==> src/oscsc_pkg.sv <==
// oscillator source select: register map, field layout and timing constants
// Operation
// fast rc, slow crystal and slow rc sources
// fast rc runs at 8, 12 or 16 MHz
// software matches frequency select to configuration
// slow_src_sel picks crystal or slow rc
// sysclk_div_sel picks fast or slow, live
// crystal_enable starts crystal, then start-up delay
// crystal_speedup 0 low power, 1 speed-up
// speed-up starts fast, low power keeps running
// software settles crystal mode before selecting it
// crystal mode frozen while crystal drives system
// both modes work, low power starts slower
// unused crystal pins become general I/O
// oscillators also clock watchdog and time base
// halt gates system clock, timer clock stays (code: time base stops in halt unless slow_idle_en is set)
// codes 000-110 divide fast by 1-64, 111 slow
// slow rc runs always, even in sleep
// switch to crystal only after stable flag
package oscsc_pkg;
  localparam longint REF_HZ = 100_000_000;
  localparam longint FAST_8_HZ = 8_000_000;
  localparam longint FAST_12_HZ = 12_000_000;
  localparam longint FAST_16_HZ = 16_000_000;
  localparam longint SLOW_RC_HZ = 32_000;

  // phase increments for a 32-bit accumulator clocked at REF_HZ
  localparam logic [31:0] INC_FAST_8 = 32'((FAST_8_HZ << 32) / REF_HZ);
  localparam logic [31:0] INC_FAST_12 = 32'((FAST_12_HZ << 32) / REF_HZ);
  localparam logic [31:0] INC_FAST_16 = 32'((FAST_16_HZ << 32) / REF_HZ);
  localparam logic [31:0] INC_SLOW_RC = 32'((SLOW_RC_HZ << 32) / REF_HZ);

  localparam logic [7:0] ADDR_SYSCLK_CTRL = 8'h00;
  localparam logic [7:0] ADDR_FAST_RC_CTRL = 8'h01;
  localparam logic [7:0] ADDR_CRYSTAL_CTRL = 8'h02;
  localparam logic [7:0] ADDR_PIN_SHARE = 8'h03;

  localparam int SCC_DIV_LSB = 5;
  localparam int SCC_SRC_BIT = 2;
  localparam int SCC_FAST_IDLE_BIT = 1;
  localparam int SCC_SLOW_IDLE_BIT = 0;
  localparam int FRC_FREQ_LSB = 2;
  localparam int FRC_STABLE_BIT = 1;
  localparam int FRC_EN_BIT = 0;
  localparam int XTC_SPEEDUP_BIT = 2;
  localparam int XTC_STABLE_BIT = 1;
  localparam int XTC_EN_BIT = 0;
  localparam int PIN_GPIO_BIT = 0;
  localparam int PIN_OUT1_BIT = 1;
  localparam int PIN_OUT2_BIT = 2;
  localparam int PIN_OE1_BIT = 3;
  localparam int PIN_OE2_BIT = 4;
  localparam int PIN_IN1_BIT = 5;

  localparam logic [7:0] SCC_WMASK = 8'hE7;
  localparam logic [7:0] FRC_WMASK = 8'h0D;
  localparam logic [7:0] XTC_WMASK = 8'h05;
  localparam logic [7:0] PIN_WMASK = 8'h1F;

  localparam logic [7:0] RST_SYSCLK_CTRL = 8'h00;
  localparam logic [7:0] RST_FAST_RC_CTRL = 8'h01;
  localparam logic [7:0] RST_CRYSTAL_CTRL = 8'h00;
  localparam logic [7:0] RST_PIN_SHARE = 8'h00;

  localparam logic [2:0] DIV_SLOW = 3'h7;
  localparam logic [1:0] FREQ_8 = 2'h0;
  localparam logic [1:0] FREQ_12 = 2'h1;
  localparam logic [1:0] FREQ_16 = 2'h2;

  // crystal start-up, in crystal rising edges
  localparam logic [13:0] XT_START_SPEEDUP = 14'h0400;
  localparam logic [13:0] XT_START_LOWPWR = 14'h2000;

  typedef enum logic [1:0] {
    SRC_FAST = 2'b00,
    SRC_SLOW_RC = 2'b01,
    SRC_CRYSTAL = 2'b10
  } oscsc_src_t;
endpackage

==> src/oscsc_clock_ctrl.sv <==
// clock source control: registers, source switching and clock ticks
//
// Decided for this implementation: the register offsets and strobed register access.
`timescale 1ns/10ps
module oscsc_clock_ctrl #(
  parameter logic [13:0] XT_START_SPEEDUP = oscsc_pkg::XT_START_SPEEDUP,
  parameter logic [13:0] XT_START_LOWPWR = oscsc_pkg::XT_START_LOWPWR
) (
  input wire logic ref_clk,
  input wire logic rst,
  input wire logic [7:0] addr,
  input wire logic [7:0] wdata,
  input wire logic wr_en,
  input wire logic rd_en,
  output logic [7:0] rdata,
  input wire logic cpu_halt,
  input wire logic crystal_pin_in_level,
  input wire logic crystal_pin_out_level,
  output logic crystal_pin_in_drive,
  output logic crystal_pin_in_oe,
  output logic crystal_pin_out_drive,
  output logic crystal_pin_out_oe,
  output logic sys_tick,
  output logic fast_tick,
  output logic tbase_tick,
  output logic wdt_tick,
  output logic fast_rc_run,
  output logic crystal_run,
  output logic crystal_stable,
  output logic crystal_low_power
);
  logic [7:0] scc_q;
  logic [7:0] frc_q;
  logic [7:0] xtc_q;
  logic [7:0] pin_q;
  logic sel_scc;
  logic sel_frc;
  logic sel_xtc;
  logic sel_pin;
  logic [7:0] rd_mux;
  logic [7:0] fast_stat;
  logic [7:0] xt_stat;
  logic [7:0] pin_stat;
  logic [7:0] xtc_mask;

  logic [2:0] div_code;
  logic slow_is_crystal;
  logic fast_idle_en;
  logic slow_idle_en;
  logic [1:0] freq_sel;
  logic fast_rc_en;
  logic xt_en;
  logic xt_speedup;

  logic [1:0] pin_lvl;
  logic xt1_s;
  logic xt1_prev_q;
  logic xt_edge;
  logic [13:0] xt_limit;
  logic [13:0] xt_cnt_q;
  logic xt_done;
  logic xt_stable_q;
  logic xt_tick;
  logic xt_mode_lock;
  logic pin_gpio;

  logic [31:0] fast_inc;
  logic fast_raw;
  logic slow_rc_osc_raw;
  logic fsub_raw;
  logic sub_on;
  logic fast_run_d;
  logic [5:0] div_cnt_q;
  logic [5:0] div_mask;
  logic div_tick;
  logic src_raw;

  oscsc_pkg::oscsc_src_t src_q;
  oscsc_pkg::oscsc_src_t src_d;
  oscsc_pkg::oscsc_src_t src_tgt;
  logic tgt_ready;

  // register decode and fields
  assign sel_scc = addr == oscsc_pkg::ADDR_SYSCLK_CTRL;
  assign sel_frc = addr == oscsc_pkg::ADDR_FAST_RC_CTRL;
  assign sel_xtc = addr == oscsc_pkg::ADDR_CRYSTAL_CTRL;
  assign sel_pin = addr == oscsc_pkg::ADDR_PIN_SHARE;

  assign div_code = scc_q[oscsc_pkg::SCC_DIV_LSB +: 3];
  assign slow_is_crystal = scc_q[oscsc_pkg::SCC_SRC_BIT];
  assign fast_idle_en = scc_q[oscsc_pkg::SCC_FAST_IDLE_BIT];
  assign slow_idle_en = scc_q[oscsc_pkg::SCC_SLOW_IDLE_BIT];
  assign freq_sel = frc_q[oscsc_pkg::FRC_FREQ_LSB +: 2];
  assign fast_rc_en = frc_q[oscsc_pkg::FRC_EN_BIT];
  assign xt_en = xtc_q[oscsc_pkg::XTC_EN_BIT];
  assign xt_speedup = xtc_q[oscsc_pkg::XTC_SPEEDUP_BIT];

  // speed-up bit ignores writes while the crystal drives the system
  assign xt_mode_lock = src_q == oscsc_pkg::SRC_CRYSTAL;
  assign xtc_mask = xt_mode_lock ?
    (oscsc_pkg::XTC_WMASK & ~(8'h01 << oscsc_pkg::XTC_SPEEDUP_BIT)) :
    oscsc_pkg::XTC_WMASK;

  assign fast_stat = {7'h00, fast_rc_run} << oscsc_pkg::FRC_STABLE_BIT;
  assign xt_stat = {7'h00, xt_stable_q} << oscsc_pkg::XTC_STABLE_BIT;
  assign pin_stat = {6'h00, pin_lvl} << oscsc_pkg::PIN_IN1_BIT;

  assign rd_mux = sel_scc ? scc_q :
                  sel_frc ? (frc_q | fast_stat) :
                  sel_xtc ? (xtc_q | xt_stat) :
                  sel_pin ? (pin_q | pin_stat) : 8'h00;

  always_ff @(posedge ref_clk or posedge rst) begin
    if (rst) begin
      scc_q <= oscsc_pkg::RST_SYSCLK_CTRL;
      frc_q <= oscsc_pkg::RST_FAST_RC_CTRL;
      xtc_q <= oscsc_pkg::RST_CRYSTAL_CTRL;
      pin_q <= oscsc_pkg::RST_PIN_SHARE;
    end else if (wr_en) begin
      if (sel_scc) begin
        scc_q <= wdata & oscsc_pkg::SCC_WMASK;
      end
      if (sel_frc) begin
        frc_q <= wdata & oscsc_pkg::FRC_WMASK;
      end
      if (sel_xtc) begin
        xtc_q <= (xtc_q & ~xtc_mask) | (wdata & xtc_mask);
      end
      if (sel_pin) begin
        pin_q <= wdata & oscsc_pkg::PIN_WMASK;
      end
    end
  end

  // read data stand only in the cycle after the strobe
  always_ff @(posedge ref_clk or posedge rst) begin
    if (rst) begin
      rdata <= 8'h00;
    end else begin
      rdata <= rd_en ? rd_mux : 8'h00;
    end
  end

  // crystal pins, sampled through two flops
  oscsc_sync2 #(.W(2)) u_pin_sync (
    .ref_clk(ref_clk),
    .rst(rst),
    .d({crystal_pin_out_level, crystal_pin_in_level}),
    .q(pin_lvl)
  );

  assign xt1_s = pin_lvl[0];
  assign xt_edge = xt1_s & ~xt1_prev_q;

  // low power mode only lengthens the start-up count
  assign xt_limit = xt_speedup ? XT_START_SPEEDUP : XT_START_LOWPWR;
  assign xt_done = xt_edge && (xt_cnt_q >= xt_limit - 14'h0001);
  assign xt_tick = xt_edge & xt_stable_q;

  always_ff @(posedge ref_clk or posedge rst) begin
    if (rst) begin
      xt1_prev_q <= 1'b0;
      xt_cnt_q <= 14'h0000;
      xt_stable_q <= 1'b0;
    end else begin
      xt1_prev_q <= xt1_s;
      if (!xt_en) begin
        xt_cnt_q <= 14'h0000;
        xt_stable_q <= 1'b0;
      end else if (xt_edge && !xt_stable_q) begin
        xt_cnt_q <= xt_cnt_q + 14'h0001;
        xt_stable_q <= xt_done;
      end
    end
  end

  // pin sharing: general I/O only when the crystal is off
  assign pin_gpio = ~xt_en & pin_q[oscsc_pkg::PIN_GPIO_BIT];

  always_ff @(posedge ref_clk or posedge rst) begin
    if (rst) begin
      crystal_pin_in_drive <= 1'b0;
      crystal_pin_in_oe <= 1'b0;
      crystal_pin_out_drive <= 1'b0;
      crystal_pin_out_oe <= 1'b0;
    end else begin
      crystal_pin_in_drive <= pin_gpio & pin_q[oscsc_pkg::PIN_OUT1_BIT];
      crystal_pin_in_oe <= pin_gpio & pin_q[oscsc_pkg::PIN_OE1_BIT];
      crystal_pin_out_drive <= xt_en ? ~xt1_s :
        (pin_gpio & pin_q[oscsc_pkg::PIN_OUT2_BIT]);
      crystal_pin_out_oe <= xt_en |
        (pin_gpio & pin_q[oscsc_pkg::PIN_OE2_BIT]);
    end
  end

  // fast rc frequency select; code 11 falls back to 8 MHz
  assign fast_inc = (freq_sel == oscsc_pkg::FREQ_12) ? oscsc_pkg::INC_FAST_12 :
                    (freq_sel == oscsc_pkg::FREQ_16) ? oscsc_pkg::INC_FAST_16 :
                    oscsc_pkg::INC_FAST_8;

  oscsc_phase_tick u_fast_rc (
    .ref_clk(ref_clk),
    .rst(rst),
    .run(fast_rc_run),
    .inc(fast_inc),
    .tick(fast_raw)
  );

  // slow rc never stops: the watchdog depends on it
  oscsc_phase_tick u_slow_rc (
    .ref_clk(ref_clk),
    .rst(rst),
    .run(1'b1),
    .inc(oscsc_pkg::INC_SLOW_RC),
    .tick(slow_rc_osc_raw)
  );

  // fast rc on while selected or enabled; halt keeps it only if idle-enabled
  assign fast_run_d = cpu_halt ? fast_idle_en :
    ((div_code != oscsc_pkg::DIV_SLOW) | fast_rc_en |
     (src_q == oscsc_pkg::SRC_FAST));

  // divide by 1, 2, 4 .. 64 for codes 000 to 110
  assign div_mask = 6'((7'h01 << div_code) - 7'h01);
  assign div_tick = fast_raw & ((div_cnt_q & div_mask) == div_mask);

  // source switching waits until the target is running
  assign src_tgt = (div_code != oscsc_pkg::DIV_SLOW) ? oscsc_pkg::SRC_FAST :
    slow_is_crystal ? oscsc_pkg::SRC_CRYSTAL :
    oscsc_pkg::SRC_SLOW_RC;
  assign tgt_ready = (src_tgt == oscsc_pkg::SRC_FAST && fast_rc_run) ||
    (src_tgt == oscsc_pkg::SRC_SLOW_RC) ||
    (src_tgt == oscsc_pkg::SRC_CRYSTAL && xt_stable_q);

  always_comb begin
    src_d = src_q;
    unique case (src_q)
      oscsc_pkg::SRC_FAST, oscsc_pkg::SRC_SLOW_RC: begin
        if (tgt_ready) begin
          src_d = src_tgt;
        end
      end
      oscsc_pkg::SRC_CRYSTAL: begin
        if (!xt_stable_q) begin
          src_d = oscsc_pkg::SRC_SLOW_RC;
        end else if (tgt_ready) begin
          src_d = src_tgt;
        end
      end
      default: begin
        src_d = oscsc_pkg::SRC_FAST;
      end
    endcase
  end

  assign src_raw = (src_q == oscsc_pkg::SRC_FAST) ? div_tick :
                   (src_q == oscsc_pkg::SRC_CRYSTAL) ? xt_tick : slow_rc_osc_raw;

  assign fsub_raw = slow_is_crystal ? xt_tick : slow_rc_osc_raw;
  assign sub_on = ~cpu_halt | slow_idle_en;

  always_ff @(posedge ref_clk or posedge rst) begin
    if (rst) begin
      src_q <= oscsc_pkg::SRC_FAST;
      div_cnt_q <= 6'h00;
      fast_rc_run <= 1'b0;
    end else begin
      src_q <= src_d;
      div_cnt_q <= fast_raw ? div_cnt_q + 6'h01 : div_cnt_q;
      fast_rc_run <= fast_run_d;
    end
  end

  // clock ticks and oscillator status
  always_ff @(posedge ref_clk or posedge rst) begin
    if (rst) begin
      sys_tick <= 1'b0;
      fast_tick <= 1'b0;
      tbase_tick <= 1'b0;
      wdt_tick <= 1'b0;
      crystal_run <= 1'b0;
      crystal_stable <= 1'b0;
      crystal_low_power <= 1'b0;
    end else begin
      sys_tick <= src_raw & ~cpu_halt;
      fast_tick <= fast_raw;
      tbase_tick <= fsub_raw & sub_on;
      wdt_tick <= slow_rc_osc_raw;
      crystal_run <= xt_en;
      crystal_stable <= xt_stable_q;
      crystal_low_power <= xt_en & ~xt_speedup;
    end
  end

  // helper: cycles since the last watchdog tick
  localparam logic [15:0] WDT_GAP_MAX =
    16'(oscsc_pkg::REF_HZ / oscsc_pkg::SLOW_RC_HZ + 2);
  logic [15:0] wdt_gap_q;

  always_ff @(posedge ref_clk or posedge rst) begin
    if (rst) begin
      wdt_gap_q <= 16'h0000;
    end else begin
      wdt_gap_q <= slow_rc_osc_raw ? 16'h0000 : wdt_gap_q + 16'h0001;
    end
  end

  a_sleep_gate: assert property (@(posedge ref_clk) disable iff (rst)
    cpu_halt |=> !sys_tick)
    else $error("system tick while halted");

  a_fast_idle_off: assert property (@(posedge ref_clk) disable iff (rst)
    (cpu_halt && !fast_idle_en) |=> !fast_rc_run)
    else $error("fast rc left running in halt");

  a_div_direct: assert property (@(posedge ref_clk) disable iff (rst)
    (src_q == oscsc_pkg::SRC_FAST && div_code == 3'h0 && !cpu_halt)
    |=> (sys_tick == $past(fast_raw)))
    else $error("undivided fast clock lost ticks");

  a_wdt_alive: assert property (@(posedge ref_clk) disable iff (rst)
    wdt_gap_q < WDT_GAP_MAX)
    else $error("watchdog clock stalled");

  a_xt_stable_wait: assert property (@(posedge ref_clk) disable iff (rst)
    $rose(xt_stable_q) |-> ($past(xt_cnt_q) >= $past(xt_limit) - 14'h0001))
    else $error("crystal stable before start-up count");

  a_xt_mode_lock: assert property (@(posedge ref_clk) disable iff (rst)
    (src_q == oscsc_pkg::SRC_CRYSTAL) |=> $stable(xt_speedup))
    else $error("crystal mode changed while system source");

  a_xt_switch: assert property (@(posedge ref_clk) disable iff (rst)
    (src_q != oscsc_pkg::SRC_CRYSTAL ##1 src_q == oscsc_pkg::SRC_CRYSTAL)
    |-> $past(xt_stable_q))
    else $error("switched to crystal before stable");

  a_lp_keeps_run: assert property (@(posedge ref_clk) disable iff (rst)
    (xt_stable_q && xt_en ##1 xt_en) |-> xt_stable_q)
    else $error("crystal dropped out while enabled");

  a_pin_share: assert property (@(posedge ref_clk) disable iff (rst)
    xt_en |=> (crystal_pin_out_oe && !crystal_pin_in_oe))
    else $error("crystal pins released while crystal on");

  a_slow_switch: assert property (@(posedge ref_clk) disable iff (rst)
    (src_tgt == oscsc_pkg::SRC_SLOW_RC && src_q == oscsc_pkg::SRC_FAST)
    |=> (src_q == oscsc_pkg::SRC_SLOW_RC))
    else $error("slow rc switch not taken in one cycle");
endmodule // oscsc_clock_ctrl

==> src/oscsc_sync2.sv <==
// two-flop synchroniser, one chain per bit
`timescale 1ns/10ps
module oscsc_sync2 #(
  parameter int W = 2
) (
  input wire logic ref_clk,
  input wire logic rst,
  input wire logic [W-1:0] d,
  output logic [W-1:0] q
);
  logic [W-1:0] meta_q;

  for (genvar i = 0; i < W; i++) begin : g_bit
    always_ff @(posedge ref_clk or posedge rst) begin
      if (rst) begin
        meta_q[i] <= 1'b0;
        q[i] <= 1'b0;
      end else begin
        meta_q[i] <= d[i];
        q[i] <= meta_q[i];
      end
    end
  end
endmodule // oscsc_sync2

==> src/oscsc_phase_tick.sv <==
// phase accumulator oscillator model: one-cycle tick per output period
`timescale 1ns/10ps
module oscsc_phase_tick (
  input wire logic ref_clk,
  input wire logic rst,
  input wire logic run,
  input wire logic [31:0] inc,
  output logic tick
);
  logic [31:0] acc_q;
  logic [32:0] sum;

  assign sum = {1'b0, acc_q} + {1'b0, inc};

  always_ff @(posedge ref_clk or posedge rst) begin
    if (rst) begin
      acc_q <= 32'h0;
      tick <= 1'b0;
    end else begin
      acc_q <= run ? sum[31:0] : 32'h0;
      tick <= run & sum[32];
    end
  end
endmodule // oscsc_phase_tick

==> config.mk <==
export PLATFORM = sky130hd
export DESIGN_NAME = oscsc_clock_ctrl
export DESIGN_NICKNAME = d
export VERILOG_FILES = /design/src/oscsc_pkg.sv /design/src/oscsc_clock_ctrl.sv /design/src/oscsc_sync2.sv /design/src/oscsc_phase_tick.sv
export SDC_FILE = /design/constraint.sdc
export NUM_CORES = 1
export LEC_CHECK = 0
export BUFFER_PORTS_ARGS = -buffer_cell sky130_fd_sc_hd__buf_2
export CORE_MARGIN = 1
export CORE_UTILIZATION = 55
export DETAILED_ROUTE_END_ITERATION = 7
export PLACE_DENSITY = 0.87
export SYNTH_ARGS = -nofsm -noshare
export SYNTH_HDL_FRONTEND = slang
export SYNTH_HIERARCHICAL = 1
export SYNTH_SLANG_ARGS = --single-unit
==> constraint.sdc <==
create_clock -name ref_clk -period 2.93 [get_ports ref_clk]
set_clock_uncertainty 0.2 [all_clocks]
set_input_delay 0 -clock ref_clk [delete_from_list [all_inputs] [get_ports ref_clk]]
set_output_delay 0 -clock ref_clk [all_outputs]
set_load 0.1 [all_outputs]
==> metrics.csv <==
stage,metric,value,unit
sta,RSZ-0062 raised after global routing,yes,
final_layout,diodes inserted,0,
run_status,status,finished clean,
sta,worst slew pin tran,656.1,ps
sta,Slew Limit Fails,0,
pwr,total power,0.008069,W
grt,gr usage total,25.81,%
final_layout,fin area,10020,um2
pwr,static leakage,4.823,nW
final_layout,layout cell share with drive strength beyond 1,16.96,%
placement,gpl congestion,0.9130,
detailed_routing,drt wl/cell,16.19,um
grt,grt ovf,0,
placement,area post-placement,8955,um2
worst_setup_path,CP Class,flip-flop to flip-flop,
cts,"Clk pin slew, worst setup/hold paths",60,ps
sta,final hold vios,0,
detailed_routing,drt pass-1 iters,7,
grt,initial antenna violation count,0,
sta,final setup fails,0,
worst_setup_path,most frequent cell on the critical path,ha_4,
sta,Sum Neg Setup Slack,0,ps
worst_setup_path,Critical Path AT,3030,ps
worst_setup_path,Crit-path slowest cell,dfrtp_2,
detailed_routing,Vias,7162,
grt,first-pass GRT wire length,32.57,mm
sta,Max Clk Rate,345.3,MHz
worst_setup_path,crit path buf inv count,2,
floorplan,I/O Pins,43,
placement,IO buf count,42,
logic_synthesis,Compound-Gate Fraction of Synth Area,19.00,%
logic_synthesis,simple-gate share of the synthesized area,17.81,%
floorplan,Die Ht,124.3,um
sta,Max-slew headroom,56.26,%
cts,Clock Sink Count,130,
cts,worst skew pair latency,420,ps
detailed_routing,vias per std cell,5.861,
floorplan,initial core utilization,56.43,%
worst_setup_path,Worst Path Max Fanout,3,
floorplan,die width,124.3,um
logic_synthesis,syn_area_per_cell,9.345,um2
grt,via count of the first global-routing pass,6937,
placement,DP HPWL,12.96,mm
cts,Max clock buf depth,2,
placement,pre-CTS WS,-76.20,ps
logic_synthesis,largest family of logic cells by synthesized area,compound AO/OA/AOI/OAI gates,
cts,root buf cell,clkbuf_16,
logic_synthesis,Synth Flop Type,dfrtp_1,
worst_setup_path,"slowest stage delay, CP",440,ps
floorplan,num rows,44,
logic_synthesis,Cells after Synth,881,
logic_synthesis,"FFs w/ async S/R, synth",100.0,%
logic_synthesis,mux contribution to synthesized area,4.407,%
detailed_routing,antenna-violating nets left,0,
worst_setup_path,Worst Setup Start Kind,flip-flop,
final_layout,Synth-to-Final Area Change,21.70,%
logic_synthesis,xor and xnor area share after synthesis,5.319,%
detailed_routing,Initial DRC Count,580,
cts,Post-CTS Setup Bufs,0,
pwr,VDD IR max,0.5763,mV
sta,fin crit share,98.84,%
cts,CTS tree,done,
worst_setup_path,cell family with most CP delay,compound AO/OA/AOI/OAI gates,
job,max-cap viol count,0,
logic_synthesis,synthesized area,8233,um2
final_layout,fin cells,1222,
detailed_routing,# DRC,0,
floorplan,CORE AREA,14590,um2
logic_synthesis,adder-cell share of the synthesized area,11.43,%
logic_synthesis,"EDFF count, synth",0,
sta,setup ws final,33.98,ps
logic_synthesis,Yosys reg bits,130,
placement,Placed Cells,1161,
logic_synthesis,post-synthesis sequential area ratio,39.53,%
cts,htree depth,4,
cts,CTS Buf Count,17,
worst_setup_path,critical path required time,3070,ps
worst_setup_path,worst-path cell chain,"inv_4, ha_4, inv_2, ha_4, a21o_1, a31o_1, o21ai_2, nand3_2, o32a_4, a31oi_2, mux2i_1",
grt,pin count of the biggest net entering global routing,34,
worst_hold_path,HP Class,input pin to flip-flop,
pwr,Power per Cell Area,805.4,nW/um2
sta,post-route minimum period,2896,ps
final_layout,nets@finish,1122,
logic_synthesis,Cell variety after synth,70,
worst_setup_path,CP endpoint kind,flip-flop,
floorplan,area of the die,15460,um2
logic_synthesis,synth warn,6,
detailed_routing,Detailed Route WL,19.78,mm
repair_timing:
action,CTS,global route
cloned,0,0
pin swaps,1,9
endpoints found under the hold margin,159,0
endpoints found under the setup margin,8,15
hold buffers,29,0
resized for setup,5,40
logic make-up (layout without fill, tap and decap cells):
family          after synthesis  in the layout
compound gates              237            237
xor+xnor                     50             50
fa+ha+maj                    74             74
buf+inv                      48            158
flops                       130            130
mux                          33             33
other cells                   2             49
simple gates                307            307
synthesized netlist by cell type (all sizes together), types with 3 or more instances:
cell | count | area, um2
buf | 7 | 42.54
o21bai | 6 | 45.04
a21oi | 89 | 452.9
clkbuf | 12 | 47.55
nor2 | 102 | 382.9
o211ai | 8 | 60.06
o31ai | 7 | 90.08
a2111oi | 5 | 43.79
ha | 72 | 900.9
nor2b | 8 | 50.05
nor3b | 5 | 48.80
a21o | 19 | 142.6
and2 | 11 | 70.07
o21a | 10 | 75.07
a31oi | 6 | 37.54
o41ai | 3 | 63.81
clkinv | 3 | 11.26
nand3 | 27 | 150.2
xor2 | 24 | 210.2
mux2 | 17 | 202.7
nand4 | 14 | 87.58
dfrtp | 129 | 3228
inv | 26 | 97.59
xnor2 | 26 | 227.7
nand2 | 84 | 315.3
nand2b | 12 | 75.07
mux2i | 16 | 160.2
o22ai | 3 | 18.77
a221o | 4 | 40.04
nor3 | 18 | 90.09
and3 | 14 | 87.58
a31o | 3 | 26.28
a211oi | 6 | 45.04
o21ai | 53 | 272.8
where the power goes:
group          switching, W  leakage (nW)  internal, W
Combinational       0.00216          2.84      0.00154
Clock              0.000903         0.265      0.00112
Sequential         0.000187          1.71      0.00216
Total               0.00325          4.82      0.00482
worst paths after layout:
kind | startpoint | endpoint | slack, ps | cells after the start
worst max register to register | frc_q[2]$_DFFE_PP0P_ | u_fast_rc/acc_q[31]$_DFF_PP0_ | 30 | 11
min in group asynchronous | rst | u_fast_rc/acc_q[24]$_DFF_PP0_ | 60 | 4
worst min register to register | u_pin_sync/meta_q[0]$_DFF_PP0_ | u_pin_sync/q[0]$_DFF_PP0_ | 150 | 0
worst max-delay path | frc_q[2]$_DFFE_PP0P_ | u_fast_rc/acc_q[31]$_DFF_PP0_ | 30 | 11
max in group asynchronous | rst | frc_q[0]$_DFFE_PP1P_ | 1390 | 5
worst min-delay path | crystal_pin_out_level | u_pin_sync/meta_q[1]$_DFF_PP0_ | 20 | 2
final cells by class:
class	count	area, um2
multi-input combinational	750	5155
fill	1032	4569
sequential	130	3257
timing repair buffer	97	695.7
clock buffer	17	425.4
tap	184	230.2
clock inverter	15	138.9
inverter	29	117.6
layout by cell type, fill, tap and decap left out, types with 6 or more instances in the layout:
cell	instances
dfrtp_1	127
nor2_1	102
nand2_1	83
a21oi_1	79
ha_1	59
conb_1	49
o21ai_0	45
buf_2	42
dlygate4sd3_1	29
xnor2_1	26
buf_4	26
nand3_1	24
xor2_1	24
inv_1	20
a21o_1	19
nor3_1	18
clkbuf_16	17
mux2i_1	16
nand4_1	14
and3_1	14
mux2_2	14
nand2b_1	12
and2_1	10
o21a_1	10
nor2b_1	8
ha_4	8
inv_6	8
a21oi_2	8
o211ai_1	8
o21bai_1	6
per-layer routing:
metal	up-vias	track usage [%]	share of wire (%)
li1	3421	-	-
met5	-	0	0
met3	38	4.983	5.3
met4	0	8.930	2.0
met1	3454	32.07	42
met2	249	44.62	50
flip-flops by register name (all words and copies together), names as in the netlist, 2 cells and up, named ones only:
register,count
div_cnt_q,6
frc_q,3
pin_q,5
rdata,8
scc_q,6
src_q,2
u_fast_rc/acc_q,32
u_pin_sync/meta_q,2
u_pin_sync/q,2
u_slow_rc/acc_q,32
xt_cnt_q,14
per-stage QoR:
stage	utilization, %	hold slack, ps
2_1_floorplan	-	-433.9
3_3_place_gp	61.38	-272.1
3_5_place_dp	61.38	-265.0
4_1_cts	67.49	1.285
5_1_grt	68.68	22.51
6_report	68.68	18.23
No activity file was read; power rests on OpenSTA's default activity.
